==> src/hdl/cbs_map.svh <==
// Register map, field positions, reset values and sizes of the CAN buffer status block.
// Assumes inclusion by the package and by the block; definitions only.
`ifndef CBS_MAP_SVH
`define CBS_MAP_SVH

`define CBS_NBUF          32
`define CBS_AW            8
// Byte addresses; the control base is the value of address bits 7:6
`define CBS_OFF_MASK      8'h00
`define CBS_OFF_FULL_LO   8'h04
`define CBS_OFF_FULL_HI   8'h08
`define CBS_OFF_OVF_LO    8'h0C
`define CBS_OFF_OVF_HI    8'h10
`define CBS_OFF_EV_STAT   8'h20
`define CBS_OFF_EV_CLR    8'h24
`define CBS_OFF_EV_EN     8'h28
`define CBS_OFF_CTRL_BASE 2'b01
// Control byte fields
`define CBS_DIR           7
`define CBS_ABT           6
`define CBS_LARB          5
`define CBS_ERR           4
`define CBS_REQ           3
`define CBS_AUTO_REMOTE_REPLY_ENABLE         2
`define CBS_PRI_HI        1
`define CBS_PRI_LO        0
// Event bits
`define CBS_EV_RXFULL     0
`define CBS_EV_OVF        1
`define CBS_EV_TXOK       2
`define CBS_EV_ABORTED_FLAG      3
`define CBS_EV_LARB       4
`define CBS_EV_ERR        5
`define CBS_NEV           6
// Reset values
`define CBS_RST_MASK      16'h0000
`define CBS_RST_FLAGS     32'h0000_0000
`define CBS_RST_CTRL      8'h00
// Bus answers
`define CBS_RESP_OKAY     2'h0
`define CBS_RESP_SLVERR   2'h2

`endif

==> src/hdl/cbs_pkg.sv <==
// Types of the CAN buffer status block.
// Assumes cbs_map.svh on the include path.
`include "cbs_map.svh"

package cbs_pkg;

  typedef logic [`CBS_NBUF-1:0][7:0] cbs_ctrl_t;

  typedef struct packed {
    logic                  aw_got;
    logic [`CBS_AW-1:0]    aw_addr;
    logic                  w_got;
    logic [31:0]           w_data;
    logic [3:0]            w_strb;
    logic                  bvalid;
    logic [1:0]            bresp;
    logic                  rvalid;
    logic [31:0]           rdata;
    logic [1:0]            rresp;
    logic [15:0]           mask;
    logic [`CBS_NBUF-1:0]  full;
    logic [`CBS_NBUF-1:0]  ovf;
    cbs_ctrl_t             ctrl;
    logic [`CBS_NBUF-1:0]  abort_pend;
    logic [`CBS_NEV-1:0]   ev_stat;
    logic [`CBS_NEV-1:0]   ev_en;
    logic                  stat_wr;
    logic [4:0]            stat_buf;
    logic [4:0]            stat_code;
    logic                  tx_valid;
    logic [4:0]            tx_buf;
    logic                  eid_match;
  } cbs_state_s;

endpackage

==> src/hdl/cbs_buffer_status.sv <==
// Buffer bookkeeping of a CAN controller: mask, full/overflow flags, pair control, events.
// Assumes the protocol engine and filters run on i_clk; message contents sit in external RAM.
//
// Design decisions made here: the placing of the registers and the AXI4-Lite register port.
`timescale 1ns/1ps
`include "cbs_map.svh"

module cbs_buffer_status (
  // Clock and reset
  input  wire logic                 i_clk,
  input  wire logic                 i_arst_n,
  // AXI4-Lite write address and data
  input  wire logic                 i_s_axi_awvalid,
  output logic                      o_s_axi_awready,
  input  wire logic [`CBS_AW-1:0]   i_s_axi_awaddr,
  input  wire logic                 i_s_axi_wvalid,
  output logic                      o_s_axi_wready,
  input  wire logic [31:0]          i_s_axi_wdata,
  input  wire logic [3:0]           i_s_axi_wstrb,
  // AXI4-Lite write response
  output logic                      o_s_axi_bvalid,
  input  wire logic                 i_s_axi_bready,
  output logic [1:0]                o_s_axi_bresp,
  // AXI4-Lite read
  input  wire logic                 i_s_axi_arvalid,
  output logic                      o_s_axi_arready,
  input  wire logic [`CBS_AW-1:0]   i_s_axi_araddr,
  output logic                      o_s_axi_rvalid,
  input  wire logic                 i_s_axi_rready,
  output logic [31:0]               o_s_axi_rdata,
  output logic [1:0]                o_s_axi_rresp,
  // Receive path from protocol engine
  input  wire logic                 i_rx_wr,
  input  wire logic [4:0]           i_rx_buf,
  input  wire logic [4:0]           i_rx_filter,
  input  wire logic                 i_remote_hit,
  input  wire logic [4:0]           i_remote_buf,
  // Transmit outcomes from protocol engine
  input  wire logic                 i_tx_ok,
  input  wire logic                 i_tx_aborted,
  input  wire logic                 i_tx_lost_arb,
  input  wire logic                 i_tx_error,
  input  wire logic [4:0]           i_tx_buf,
  // Extended identifier compare
  input  wire logic [15:0]          i_cmp_msg_eid,
  input  wire logic [15:0]          i_cmp_filter_eid,
  output logic                      o_eid_match,
  output logic [15:0]               o_eid_mask,
  // Transmit selection and abort
  output logic                      o_tx_valid,
  output logic [4:0]                o_tx_buf,
  output logic [`CBS_NBUF-1:0]      o_abort_pend,
  output logic [`CBS_NBUF-1:0]      o_tx_dir,
  // Status word write into message RAM
  output logic                      o_stat_wr,
  output logic [4:0]                o_stat_buf,
  output logic [4:0]                o_stat_code,
  // Interrupt
  output logic                      o_irq
);

  cbs_pkg::cbs_state_s state;
  cbs_pkg::cbs_state_s next_state;

  ////////////////////////////////////////////////////////////////////////////////
  // Bus handshakes

  assign o_s_axi_awready = !state.aw_got && !state.bvalid;
  assign o_s_axi_wready  = !state.w_got && !state.bvalid;
  assign o_s_axi_arready = !state.rvalid;
  assign o_s_axi_bvalid  = state.bvalid;
  assign o_s_axi_bresp   = state.bresp;
  assign o_s_axi_rvalid  = state.rvalid;
  assign o_s_axi_rdata   = state.rdata;
  assign o_s_axi_rresp   = state.rresp;

  assign o_eid_match  = state.eid_match;
  assign o_eid_mask   = state.mask;
  assign o_tx_valid   = state.tx_valid;
  assign o_tx_buf     = state.tx_buf;
  assign o_abort_pend = state.abort_pend;
  assign o_stat_wr    = state.stat_wr;
  assign o_stat_buf   = state.stat_buf;
  assign o_stat_code  = state.stat_code;
  assign o_irq        = |(state.ev_stat & state.ev_en);

  always_comb begin
    for (int i = 0; i < `CBS_NBUF; i++) begin
      o_tx_dir[i] = state.ctrl[i][`CBS_DIR];
    end
  end

  ////////////////////////////////////////////////////////////////////////////////
  // Next state

  always_comb begin
    logic                 wr_go;
    logic [15:0]          wmask;
    logic [15:0]          wd;
    logic [`CBS_AW-1:0]   wa;
    logic [`CBS_AW-1:0]   ra;
    logic [3:0]           pidx;
    logic [7:0]           oldb;
    logic [7:0]           newb;
    logic                 mapped;
    logic [31:0]          rd;
    logic                 rmapped;
    logic [`CBS_NEV-1:0]  ev;
    logic [1:0]           best_pri;
    logic                 found;
    wr_go    = 1'b0;
    wmask    = 16'h0000;
    wd       = 16'h0000;
    wa       = '0;
    ra       = '0;
    pidx     = 4'h0;
    oldb     = 8'h00;
    newb     = 8'h00;
    mapped   = 1'b0;
    rd       = 32'h0000_0000;
    rmapped  = 1'b0;
    ev       = '0;
    best_pri = 2'h0;
    found    = 1'b0;
    next_state = state;
    next_state.stat_wr = 1'b0;

    // Address and data may arrive in either order
    if (i_s_axi_awvalid && o_s_axi_awready) begin
      next_state.aw_got  = 1'b1;
      next_state.aw_addr = i_s_axi_awaddr;
    end
    if (i_s_axi_wvalid && o_s_axi_wready) begin
      next_state.w_got  = 1'b1;
      next_state.w_data = i_s_axi_wdata;
      next_state.w_strb = i_s_axi_wstrb;
    end
    if (state.bvalid && i_s_axi_bready) begin
      next_state.bvalid = 1'b0;
    end

    // Software write: registers hold 16 bits, lanes 0 and 1 only
    wr_go = state.aw_got && state.w_got && !state.bvalid;
    wa    = state.aw_addr;
    wd    = state.w_data[15:0];
    wmask = {{8{state.w_strb[1]}}, {8{state.w_strb[0]}}};
    if (wr_go) begin
      next_state.aw_got = 1'b0;
      next_state.w_got  = 1'b0;
      next_state.bvalid = 1'b1;
      mapped = 1'b1;
      if (wa[7:6] == `CBS_OFF_CTRL_BASE && wa[1:0] == 2'b00) begin
        pidx = wa[5:2];
        for (int h = 0; h < 2; h++) begin
          if (state.w_strb[h]) begin
            oldb = state.ctrl[{pidx, h[0]}];
            newb = wd[h*8 +: 8];
            newb[`CBS_ABT]  = oldb[`CBS_ABT];
            newb[`CBS_LARB] = oldb[`CBS_LARB];
            newb[`CBS_ERR]  = oldb[`CBS_ERR];
            if (oldb[`CBS_REQ] && !newb[`CBS_REQ]) begin
              next_state.abort_pend[{pidx, h[0]}] = 1'b1;
            end
            if (!oldb[`CBS_REQ] && newb[`CBS_REQ]) begin
              next_state.abort_pend[{pidx, h[0]}] = 1'b0;
            end
            next_state.ctrl[{pidx, h[0]}] = newb;
          end
        end
      end else begin
        case (wa)
          `CBS_OFF_MASK:
            next_state.mask = (state.mask & ~wmask) | (wd & wmask);
          // Writing one leaves a flag alone; only zero clears
          `CBS_OFF_FULL_LO: next_state.full[15:0]  = state.full[15:0] & (wd | ~wmask);
          `CBS_OFF_FULL_HI: next_state.full[31:16] = state.full[31:16] & (wd | ~wmask);
          `CBS_OFF_OVF_LO:  next_state.ovf[15:0]   = state.ovf[15:0] & (wd | ~wmask);
          `CBS_OFF_OVF_HI:  next_state.ovf[31:16]  = state.ovf[31:16] & (wd | ~wmask);
          `CBS_OFF_EV_STAT: ;
          `CBS_OFF_EV_CLR: begin
            if (state.w_strb[0]) begin
              next_state.ev_stat = state.ev_stat & ~wd[`CBS_NEV-1:0];
            end
          end
          `CBS_OFF_EV_EN: begin
            if (state.w_strb[0]) begin
              next_state.ev_en = wd[`CBS_NEV-1:0];
            end
          end
          default: mapped = 1'b0;
        endcase
      end
      next_state.bresp = mapped ? `CBS_RESP_OKAY : `CBS_RESP_SLVERR;
    end

    // Hardware events come after software so that a set wins over a clear
    if (i_rx_wr) begin
      if (state.full[i_rx_buf]) begin
        next_state.ovf[i_rx_buf] = 1'b1;
        ev[`CBS_EV_OVF] = 1'b1;
      end
      next_state.full[i_rx_buf] = 1'b1;
      ev[`CBS_EV_RXFULL] = 1'b1;
      // Status word lives in message RAM; only its write is issued here
      next_state.stat_wr   = 1'b1;
      next_state.stat_buf  = i_rx_buf;
      next_state.stat_code = i_rx_filter;
    end
    if (i_remote_hit && state.ctrl[i_remote_buf][`CBS_AUTO_REMOTE_REPLY_ENABLE]) begin
      next_state.ctrl[i_remote_buf][`CBS_REQ] = 1'b1;
      next_state.abort_pend[i_remote_buf] = 1'b0;
    end
    if (i_tx_lost_arb) begin
      next_state.ctrl[i_tx_buf][`CBS_LARB] = 1'b1;
      ev[`CBS_EV_LARB] = 1'b1;
    end
    if (i_tx_error) begin
      next_state.ctrl[i_tx_buf][`CBS_ERR] = 1'b1;
      ev[`CBS_EV_ERR] = 1'b1;
    end
    if (i_tx_aborted) begin
      next_state.ctrl[i_tx_buf][`CBS_ABT] = 1'b1;
      next_state.ctrl[i_tx_buf][`CBS_REQ] = 1'b0;
      next_state.abort_pend[i_tx_buf] = 1'b0;
      ev[`CBS_EV_ABORTED_FLAG] = 1'b1;
    end
    if (i_tx_ok) begin
      next_state.ctrl[i_tx_buf][`CBS_REQ] = 1'b0;
      next_state.ctrl[i_tx_buf][`CBS_ABT] = 1'b0;
      next_state.abort_pend[i_tx_buf] = 1'b0;
      ev[`CBS_EV_TXOK] = 1'b1;
    end

    // A rising request wipes stale outcomes, whoever raised it
    for (int i = 0; i < `CBS_NBUF; i++) begin
      if (!state.ctrl[i][`CBS_REQ] && next_state.ctrl[i][`CBS_REQ]) begin
        next_state.ctrl[i][`CBS_ABT]  = 1'b0;
        next_state.ctrl[i][`CBS_LARB] = 1'b0;
        next_state.ctrl[i][`CBS_ERR]  = 1'b0;
      end
    end
    next_state.ev_stat = next_state.ev_stat | ev;

    // Ascending scan with >= hands ties to the higher buffer number
    next_state.tx_valid = 1'b0;
    for (int i = 0; i < `CBS_NBUF; i++) begin
      if (state.ctrl[i][`CBS_DIR] && state.ctrl[i][`CBS_REQ] && !state.abort_pend[i]) begin
        if (!found || state.ctrl[i][`CBS_PRI_HI:`CBS_PRI_LO] >= best_pri) begin
          found    = 1'b1;
          best_pri = state.ctrl[i][`CBS_PRI_HI:`CBS_PRI_LO];
          next_state.tx_buf = i[4:0];
        end
      end
    end
    next_state.tx_valid = found;

    // Masked compare: zero mask bits are don't care
    next_state.eid_match = ((i_cmp_msg_eid ^ i_cmp_filter_eid) & state.mask) == 16'h0000;

    // Read: one cycle after the address is taken
    if (state.rvalid && i_s_axi_rready) begin
      next_state.rvalid = 1'b0;
    end
    if (i_s_axi_arvalid && o_s_axi_arready) begin
      ra = i_s_axi_araddr;
      rmapped = 1'b1;
      if (ra[7:6] == `CBS_OFF_CTRL_BASE && ra[1:0] == 2'b00) begin
        rd = {16'h0000, state.ctrl[{ra[5:2], 1'b1}], state.ctrl[{ra[5:2], 1'b0}]};
      end else begin
        case (ra)
          `CBS_OFF_MASK:    rd = {16'h0000, state.mask};
          `CBS_OFF_FULL_LO: rd = {16'h0000, state.full[15:0]};
          `CBS_OFF_FULL_HI: rd = {16'h0000, state.full[31:16]};
          `CBS_OFF_OVF_LO:  rd = {16'h0000, state.ovf[15:0]};
          `CBS_OFF_OVF_HI:  rd = {16'h0000, state.ovf[31:16]};
          `CBS_OFF_EV_STAT: rd = {{(32-`CBS_NEV){1'b0}}, state.ev_stat};
          `CBS_OFF_EV_CLR:  rd = 32'h0000_0000;
          `CBS_OFF_EV_EN:   rd = {{(32-`CBS_NEV){1'b0}}, state.ev_en};
          default:          rmapped = 1'b0;
        endcase
      end
      next_state.rvalid = 1'b1;
      next_state.rdata  = rd;
      next_state.rresp  = rmapped ? `CBS_RESP_OKAY : `CBS_RESP_SLVERR;
    end
  end

  ////////////////////////////////////////////////////////////////////////////////
  // State register

  always_ff @(posedge i_clk or negedge i_arst_n) begin
    if (!i_arst_n) begin
      state            <= '0;
      state.mask       <= `CBS_RST_MASK;
      state.full       <= `CBS_RST_FLAGS;
      state.ovf        <= `CBS_RST_FLAGS;
      state.ctrl       <= {`CBS_NBUF{`CBS_RST_CTRL}};
      state.abort_pend <= `CBS_RST_FLAGS;
    end else begin
      state <= next_state;
    end
  end

endmodule // cbs_buffer_status

==> config.mk <==
export PLATFORM = sky130hd
export DESIGN_NAME = cbs_buffer_status
export DESIGN_NICKNAME = d
export VERILOG_FILES = /design/src/hdl/cbs_pkg.sv /design/src/hdl/cbs_buffer_status.sv
export VERILOG_INCLUDE_DIRS = /design/src /design/src/hdl
export SDC_FILE = /design/constraint.sdc
export NUM_CORES = 1
export LEC_CHECK = 0
export BUFFER_PORTS_ARGS = -buffer_cell sky130_fd_sc_hd__buf_2
export CAP_MARGIN = 5
export CORE_MARGIN = 2
export CORE_UTILIZATION = 56
export CTS_BUF_LIST = sky130_fd_sc_hd__clkbuf_2
export DETAILED_ROUTE_END_ITERATION = 10
export HOLD_SLACK_MARGIN = 0.1
export PLACE_DENSITY = 0.79
export SLEW_MARGIN = 20
export SYNTH_ARGS = -nofsm -noshare
export SYNTH_HDL_FRONTEND = slang
export SYNTH_SLANG_ARGS = --single-unit
==> constraint.sdc <==
create_clock -name i_clk -period 38.2 [get_ports i_clk]
set_input_delay 7.64 -clock i_clk [delete_from_list [all_inputs] [get_ports i_clk]]
set_output_delay 7.64 -clock i_clk [all_outputs]
set_load 0.02 [all_outputs]
## Yosys cells after proc, flatten, opt, wreduce, memory -nomap -nowiden

Cells that the tools add are included.

- Register bits after elaboration: 482
- Bits of input ports: 117
- Output and inout bits: 140
- Word-level logic and storage cells: 731

- $lt $le $gt $ge: 43
- Eq/ne operators: 16
- Mux-type cells: 315
- Bitwise operators: 38
- Reduce and logical (&&, ||, !) cells: 265

Operators by type and width:

| kind | number |
|---|---|
| $mux 288 | 8 |
| $or 256x256->256 | 4 |
| $and 256x256->256 | 3 |
| $bwmux 256 | 2 |
| $mux 256 | 2 |
| $not 256->256 | 2 |
| $mux 364 | 1 |
| $mux 32 | 11 |
| $mux 5 | 64 |
| $demux 8 s5 | 5 |
| $and 32x32->32 | 5 |
| $bmux 8 s4 | 4 |
| $mux 2 | 64 |
| $mux 64 | 2 |
| $logic_and 1x1->1 | 117 |
| $and 16x16->16 | 7 |
| $pmux 16 s7 | 1 |
| $logic_not 1->1 | 103 |
| $mux 3 | 34 |
| $not 32->32 | 3 |
| $or 32x32->32 | 3 |
| $mux 1 | 84 |
| $mux 16 | 5 |
| $demux 8 s4 | 2 |
| other kinds (39) | 141 |

## Logic depth before layout (Yosys ltp)

- Word-level depth: 127
- Gate-level depth with buffers: 200
- Gate-level depth less buffers: 199

## Worst setup path after synthesis

No wires, ideal clock.

- Path kind: register to register
- Start point: register state[65] (netlist name)
- End point: register state (netlist bit o_tx_buf[1])
- Setup time: 0.119 ns
- Data arrival time: 37.309 ns
- Data required time: 38.081 ns
- Setup slack: 0.772 ns
- Cell stages (with the launch flop): 190
- Buffers on the path: 1
- Period minus slack after synthesis: 37.428 ns
- Cells stage by stage: dfrtp_1 and3b_1 and2_1 ha_1 nand2b_1 a211oi_2 nor2_1 a22oi_1 inv_1 ha_1 nand2b_1 a22oi_1 or3_1 o41ai_1 a21oi_1 ha_1 nand2b_1 o211ai_1 (+154 left out) inv_1 ha_1 nand2b_1 maj3_1 o21ai_1 mux2_2 ha_1 a21oi_1 a21o_1 nand2_1 o22ai_1 a31oi_1 ha_1 nand2b_1 a21oi_1 a21o_1 and2_1 a21bo_2

RTL lines:

| what | RTL line | text |
|---|---|---|
| start, declared | cbs_buffer_status.sv:62 | `cbs_pkg::cbs_state_s state;` |
| start signal, assigned | cbs_buffer_status.sv:300 | `state <= next_state;` |

==> impl_metrics.csv <==
group,metric,value,unit
run_status,status,"finished, final reports clean",
synth,synth_flop_cell,"dfrtp_1",
clock_tree,clockRootBuffer,"clkbuf_2",
timing,fin_crit,37.11,ns
placed_design,hpwl,64.4,mm
timing,setup_slack,1.09,ns
placed_design,io_buffers,220,
grt,grt.overflow.total,0,
power_and_ir_drop,swShare,41.1,%
worst_setup_path,cp.arrival,38.10,ns
worst_setup_path,critPathBufInv,10,
power_and_ir_drop,p_comb_share,28.3,%
worst_setup_path,cp_max_fo,4,
synth,yosysSeqAreaShare,42.8,%
worst_setup_path,slowest_stage,"or4_1",
floorplan,start_util,56.3,%
route,vias,23372,
synth,synth_warnings,0,
worst_setup_path,required,39.19,ns
layout,drive_above_1_share,32.1,%
route,wl_per_cell,25.6,um
floorplan,die_w,220,um
layout,nNetsFinal,2937,
placed_design,gp_congestion,0.986,
worst_hold_path,hold_end,"state[179]",
worst_setup_path,criticalPathCategory,"reg -> reg",
worst_hold_path,min_path_type,"reg -> reg",
grt,track_usage,36.4,%
synth,ys_ff_latch,446,
grt,grt_pass1_vias,22447,
synth,synth_most_common_cell,"dfrtp_1",
synth,netlist_instances,2570,
worst_setup_path,r2r_cells,196,
clock_tree,cts_sinks,446,
power_and_ir_drop,powerDensity,47.1,nW/um^2
clock_tree,h-tree-depth,3,
power_and_ir_drop,p_total,0.00137,W
power_and_ir_drop,p_seq_share,47.3,%
timing,fin_setup_tns,0,ns
route,final_antenna_net_count,0,
power_and_ir_drop,p_sw,0.000564,W
synth,synthArstFlopShare,100,%
grt,antenna_found_initial,4,
clock_tree,clk_pin_slew_worst_paths,0.12,ns
layout,fin_area,29200,um^2
route,viasPerCell,6.70,
worst_setup_path,setup.worst_path.start_class,"flip-flop",
timing,finClkSkew,0.0909,ns
synth,netlist_top_cells_area,"dfrtp_1 43%, mux4_2 9.2%, mux2_2 7.3%",
clock_tree,clkLatencyLatePin,1.21,ns
clock_tree,cts_tree,"built",
power_and_ir_drop,p_leak,13.4,nW
floorplan,die_h,220,um
timing,slew_headroom,23.0,%
placed_design,dpl_cell_area,27300,um^2
clock_tree,clk_path_buf_depth,3,
synth,netlist_area,26100,um^2
worst_setup_path,worst_path_largest_cell_delay,0.52,ns
worst_hold_path,hold_depth,2,
synth,avgSynthCellArea,10.1,um^2
clock_tree,numCtsBuffers,111,
timing,max_clock_freq,26.9,MHz
layout,area_growth,11.9,%
floorplan,std_cell_rows,79,
timing,drv_slew,0,
worst_setup_path,regToRegEndpoint,"o_tx_buf[4]",
floorplan,boundaryPins,257,
synth,yosys-top-cells-count,"446 x dfrtp_1, 263 x nand2_1, 245 x o21ai_0",
route,routed_wl,89.2,mm
worst_hold_path,min_from,"state[179]",
route,drc_errors,0,
flow_run,max_cap_violations,0,
placed_design,dp_slack,-1.17,ns
power_and_ir_drop,peakVddDrop,0.0684,mV
timing,hold_viol,0,
synth,synth_cell_type_count,82,
power_and_ir_drop,power_frac_clock,24.4,%
clock_tree,cts_hold_buf,0,
grt,grt_max_degree,102,
worst_setup_path,r2r_slack,1.09,ns
route,dr.pass1.iters,9,
synth,synth_top_area_share,42.8,%
timing,min_period_over_period,97.2,%
worst_setup_path,end_kind,"flip-flop",
power_and_ir_drop,internal_power,0.000810,W
worst_setup_path,cpMostUsedCell,"ha_1",
route,drtIter0Drc,2781,
synth,synth_area_leader_cell,"dfrtp_1",
floorplan,coreArea,46300,um^2
timing,worst_slew_pin_slew,1.15,ns
worst_setup_path,critical_path.top_delay_family,"compound AO/OA/AOI/OAI gates",
synth,synth_edf_count,0,
timing,setup_violations,0,
floorplan,dieArea,48300,um^2
grt,grt_first_pass_wirelength,132,mm
-- repair_timing --
action | CTS | global route
hold endpoints to repair | 0 | 0
setup buffers | 5 | 19
cloned | 0 | 0
pin swaps | 7 | 70
setup endpoints to repair | 5 | 5
gates resized for setup | 26 | 98
-- layout by cell type (no fill, tap or decap), types with 13 or more instances in the layout --
cell,n
a211oi_1,34
buf_2,217
o21ai_0,237
a32oi_1,20
nor2_1,172
nand2b_1,22
conb_1,18
nand3_1,42
and2_1,13
clkinv_1,47
xor2_1,16
buf_4,127
inv_1,59
nand3b_1,23
or2_2,21
nand2b_4,21
mux4_2,106
o31ai_1,18
nor3_1,21
a22oi_1,28
a21oi_1,165
mux2_2,163
a221oi_1,18
a21o_1,14
clkbuf_2,143
mux2i_1,30
and3b_1,29
nor2b_1,38
ha_1,30
a31oi_1,36
dfrtp_1,446
nand2_1,259
-- worst reg2reg max path: cells and delay by family (launching register included) --
family / cells / cell delay, ns
AOI/OAI and AO/OA: 75 / 12.85
adders and majority gates: 37 / 10.14
buffers and inverters: 10 / 0.87
DFF: 1 / 0.40
muxes: 9 / 2.74
and+or+nand+nor: 65 / 9.92
-- per-layer routing --
metal / GRT usage (%) / part of all wire, % / wire length (um) / up-vias
met2: 58.4 / 47 / 41500 / 1782
met1: 46.0 / 36 / 32000 / 11397
li1: - / - / - / 9809
met5: 0 / 0.0090 / 8 / -
met3: 9.29 / 12 / 10600 / 382
met4: 18.2 / 5.6 / 5020 / 2
-- how the worst max path moves through the flow --
stage / from / end / slack [ns] / depth (start not counted)
after CTS: o_abort_pend[0] / o_tx_buf[3] / 0.01 / 195
final: flip-flop / o_tx_buf[4] / 1.09 / 196
after detailed placement: o_abort_pend[0] / o_tx_buf[4] / -1.17 / 191
after floorplan: state[65] / o_tx_buf[1] / 0.77 / 189
after global routing: flip-flop / o_tx_buf[4] / -0.53 / 198
after global placement: o_abort_pend[0] / o_tx_buf[3] / -0.36 / 192
-- metrics by stage --
step	hold slack, ns	util (%)	std cells
floorplan	0.451	-	2587
global placement	0.466	59.1	3255
detailed placement	0.485	59.1	3255
CTS	0.509	61.6	3463
global route	0.522	63.0	3486
finish	0.504	63.0	3487
-- cells by family (layout without fill, tap and decap cells) --
| family | count (synthesis) | count (layout) | share of synthesized area (%) |
|---|---|---|---|
| compound gates | 686 | 686 | 16.2 |
| other cells | 1 | 22 | 0.0144 |
| xor+xnor | 16 | 16 | 0.538 |
| simple gates | 747 | 747 | 14.2 |
| buf+inv | 325 | 614 | 6.57 |
| fa+ha+maj | 42 | 42 | 1.94 |
| flops | 446 | 446 | 42.8 |
| mux | 307 | 307 | 17.7 |
-- power by group through the flow --
stage	logic (W)	registers [W]	clock network (W)
CTS	0.000373	0.000642	0.000338
global route	0.000411	0.000653	0.000363
global placement	0.000362	0.000645	0
floorplan	0.000288	0.000589	0
detailed placement	0.000370	0.000650	0
finish	0.000388	0.000650	0.000335
-- layout make-up --
type | count | area (um^2)
well taps | 607 | 759
fillers | 3749 | 17100
clock buffers | 143 | 716
clock inverters | 60 | 325
flip-flops and latches | 446 | 11200
repair buffers | 350 | 2130
inverters | 61 | 229
diodes | 4 | 10.0
multi-input cells | 1816 | 13800
No activity file was read; power rests on OpenSTA's default activity.
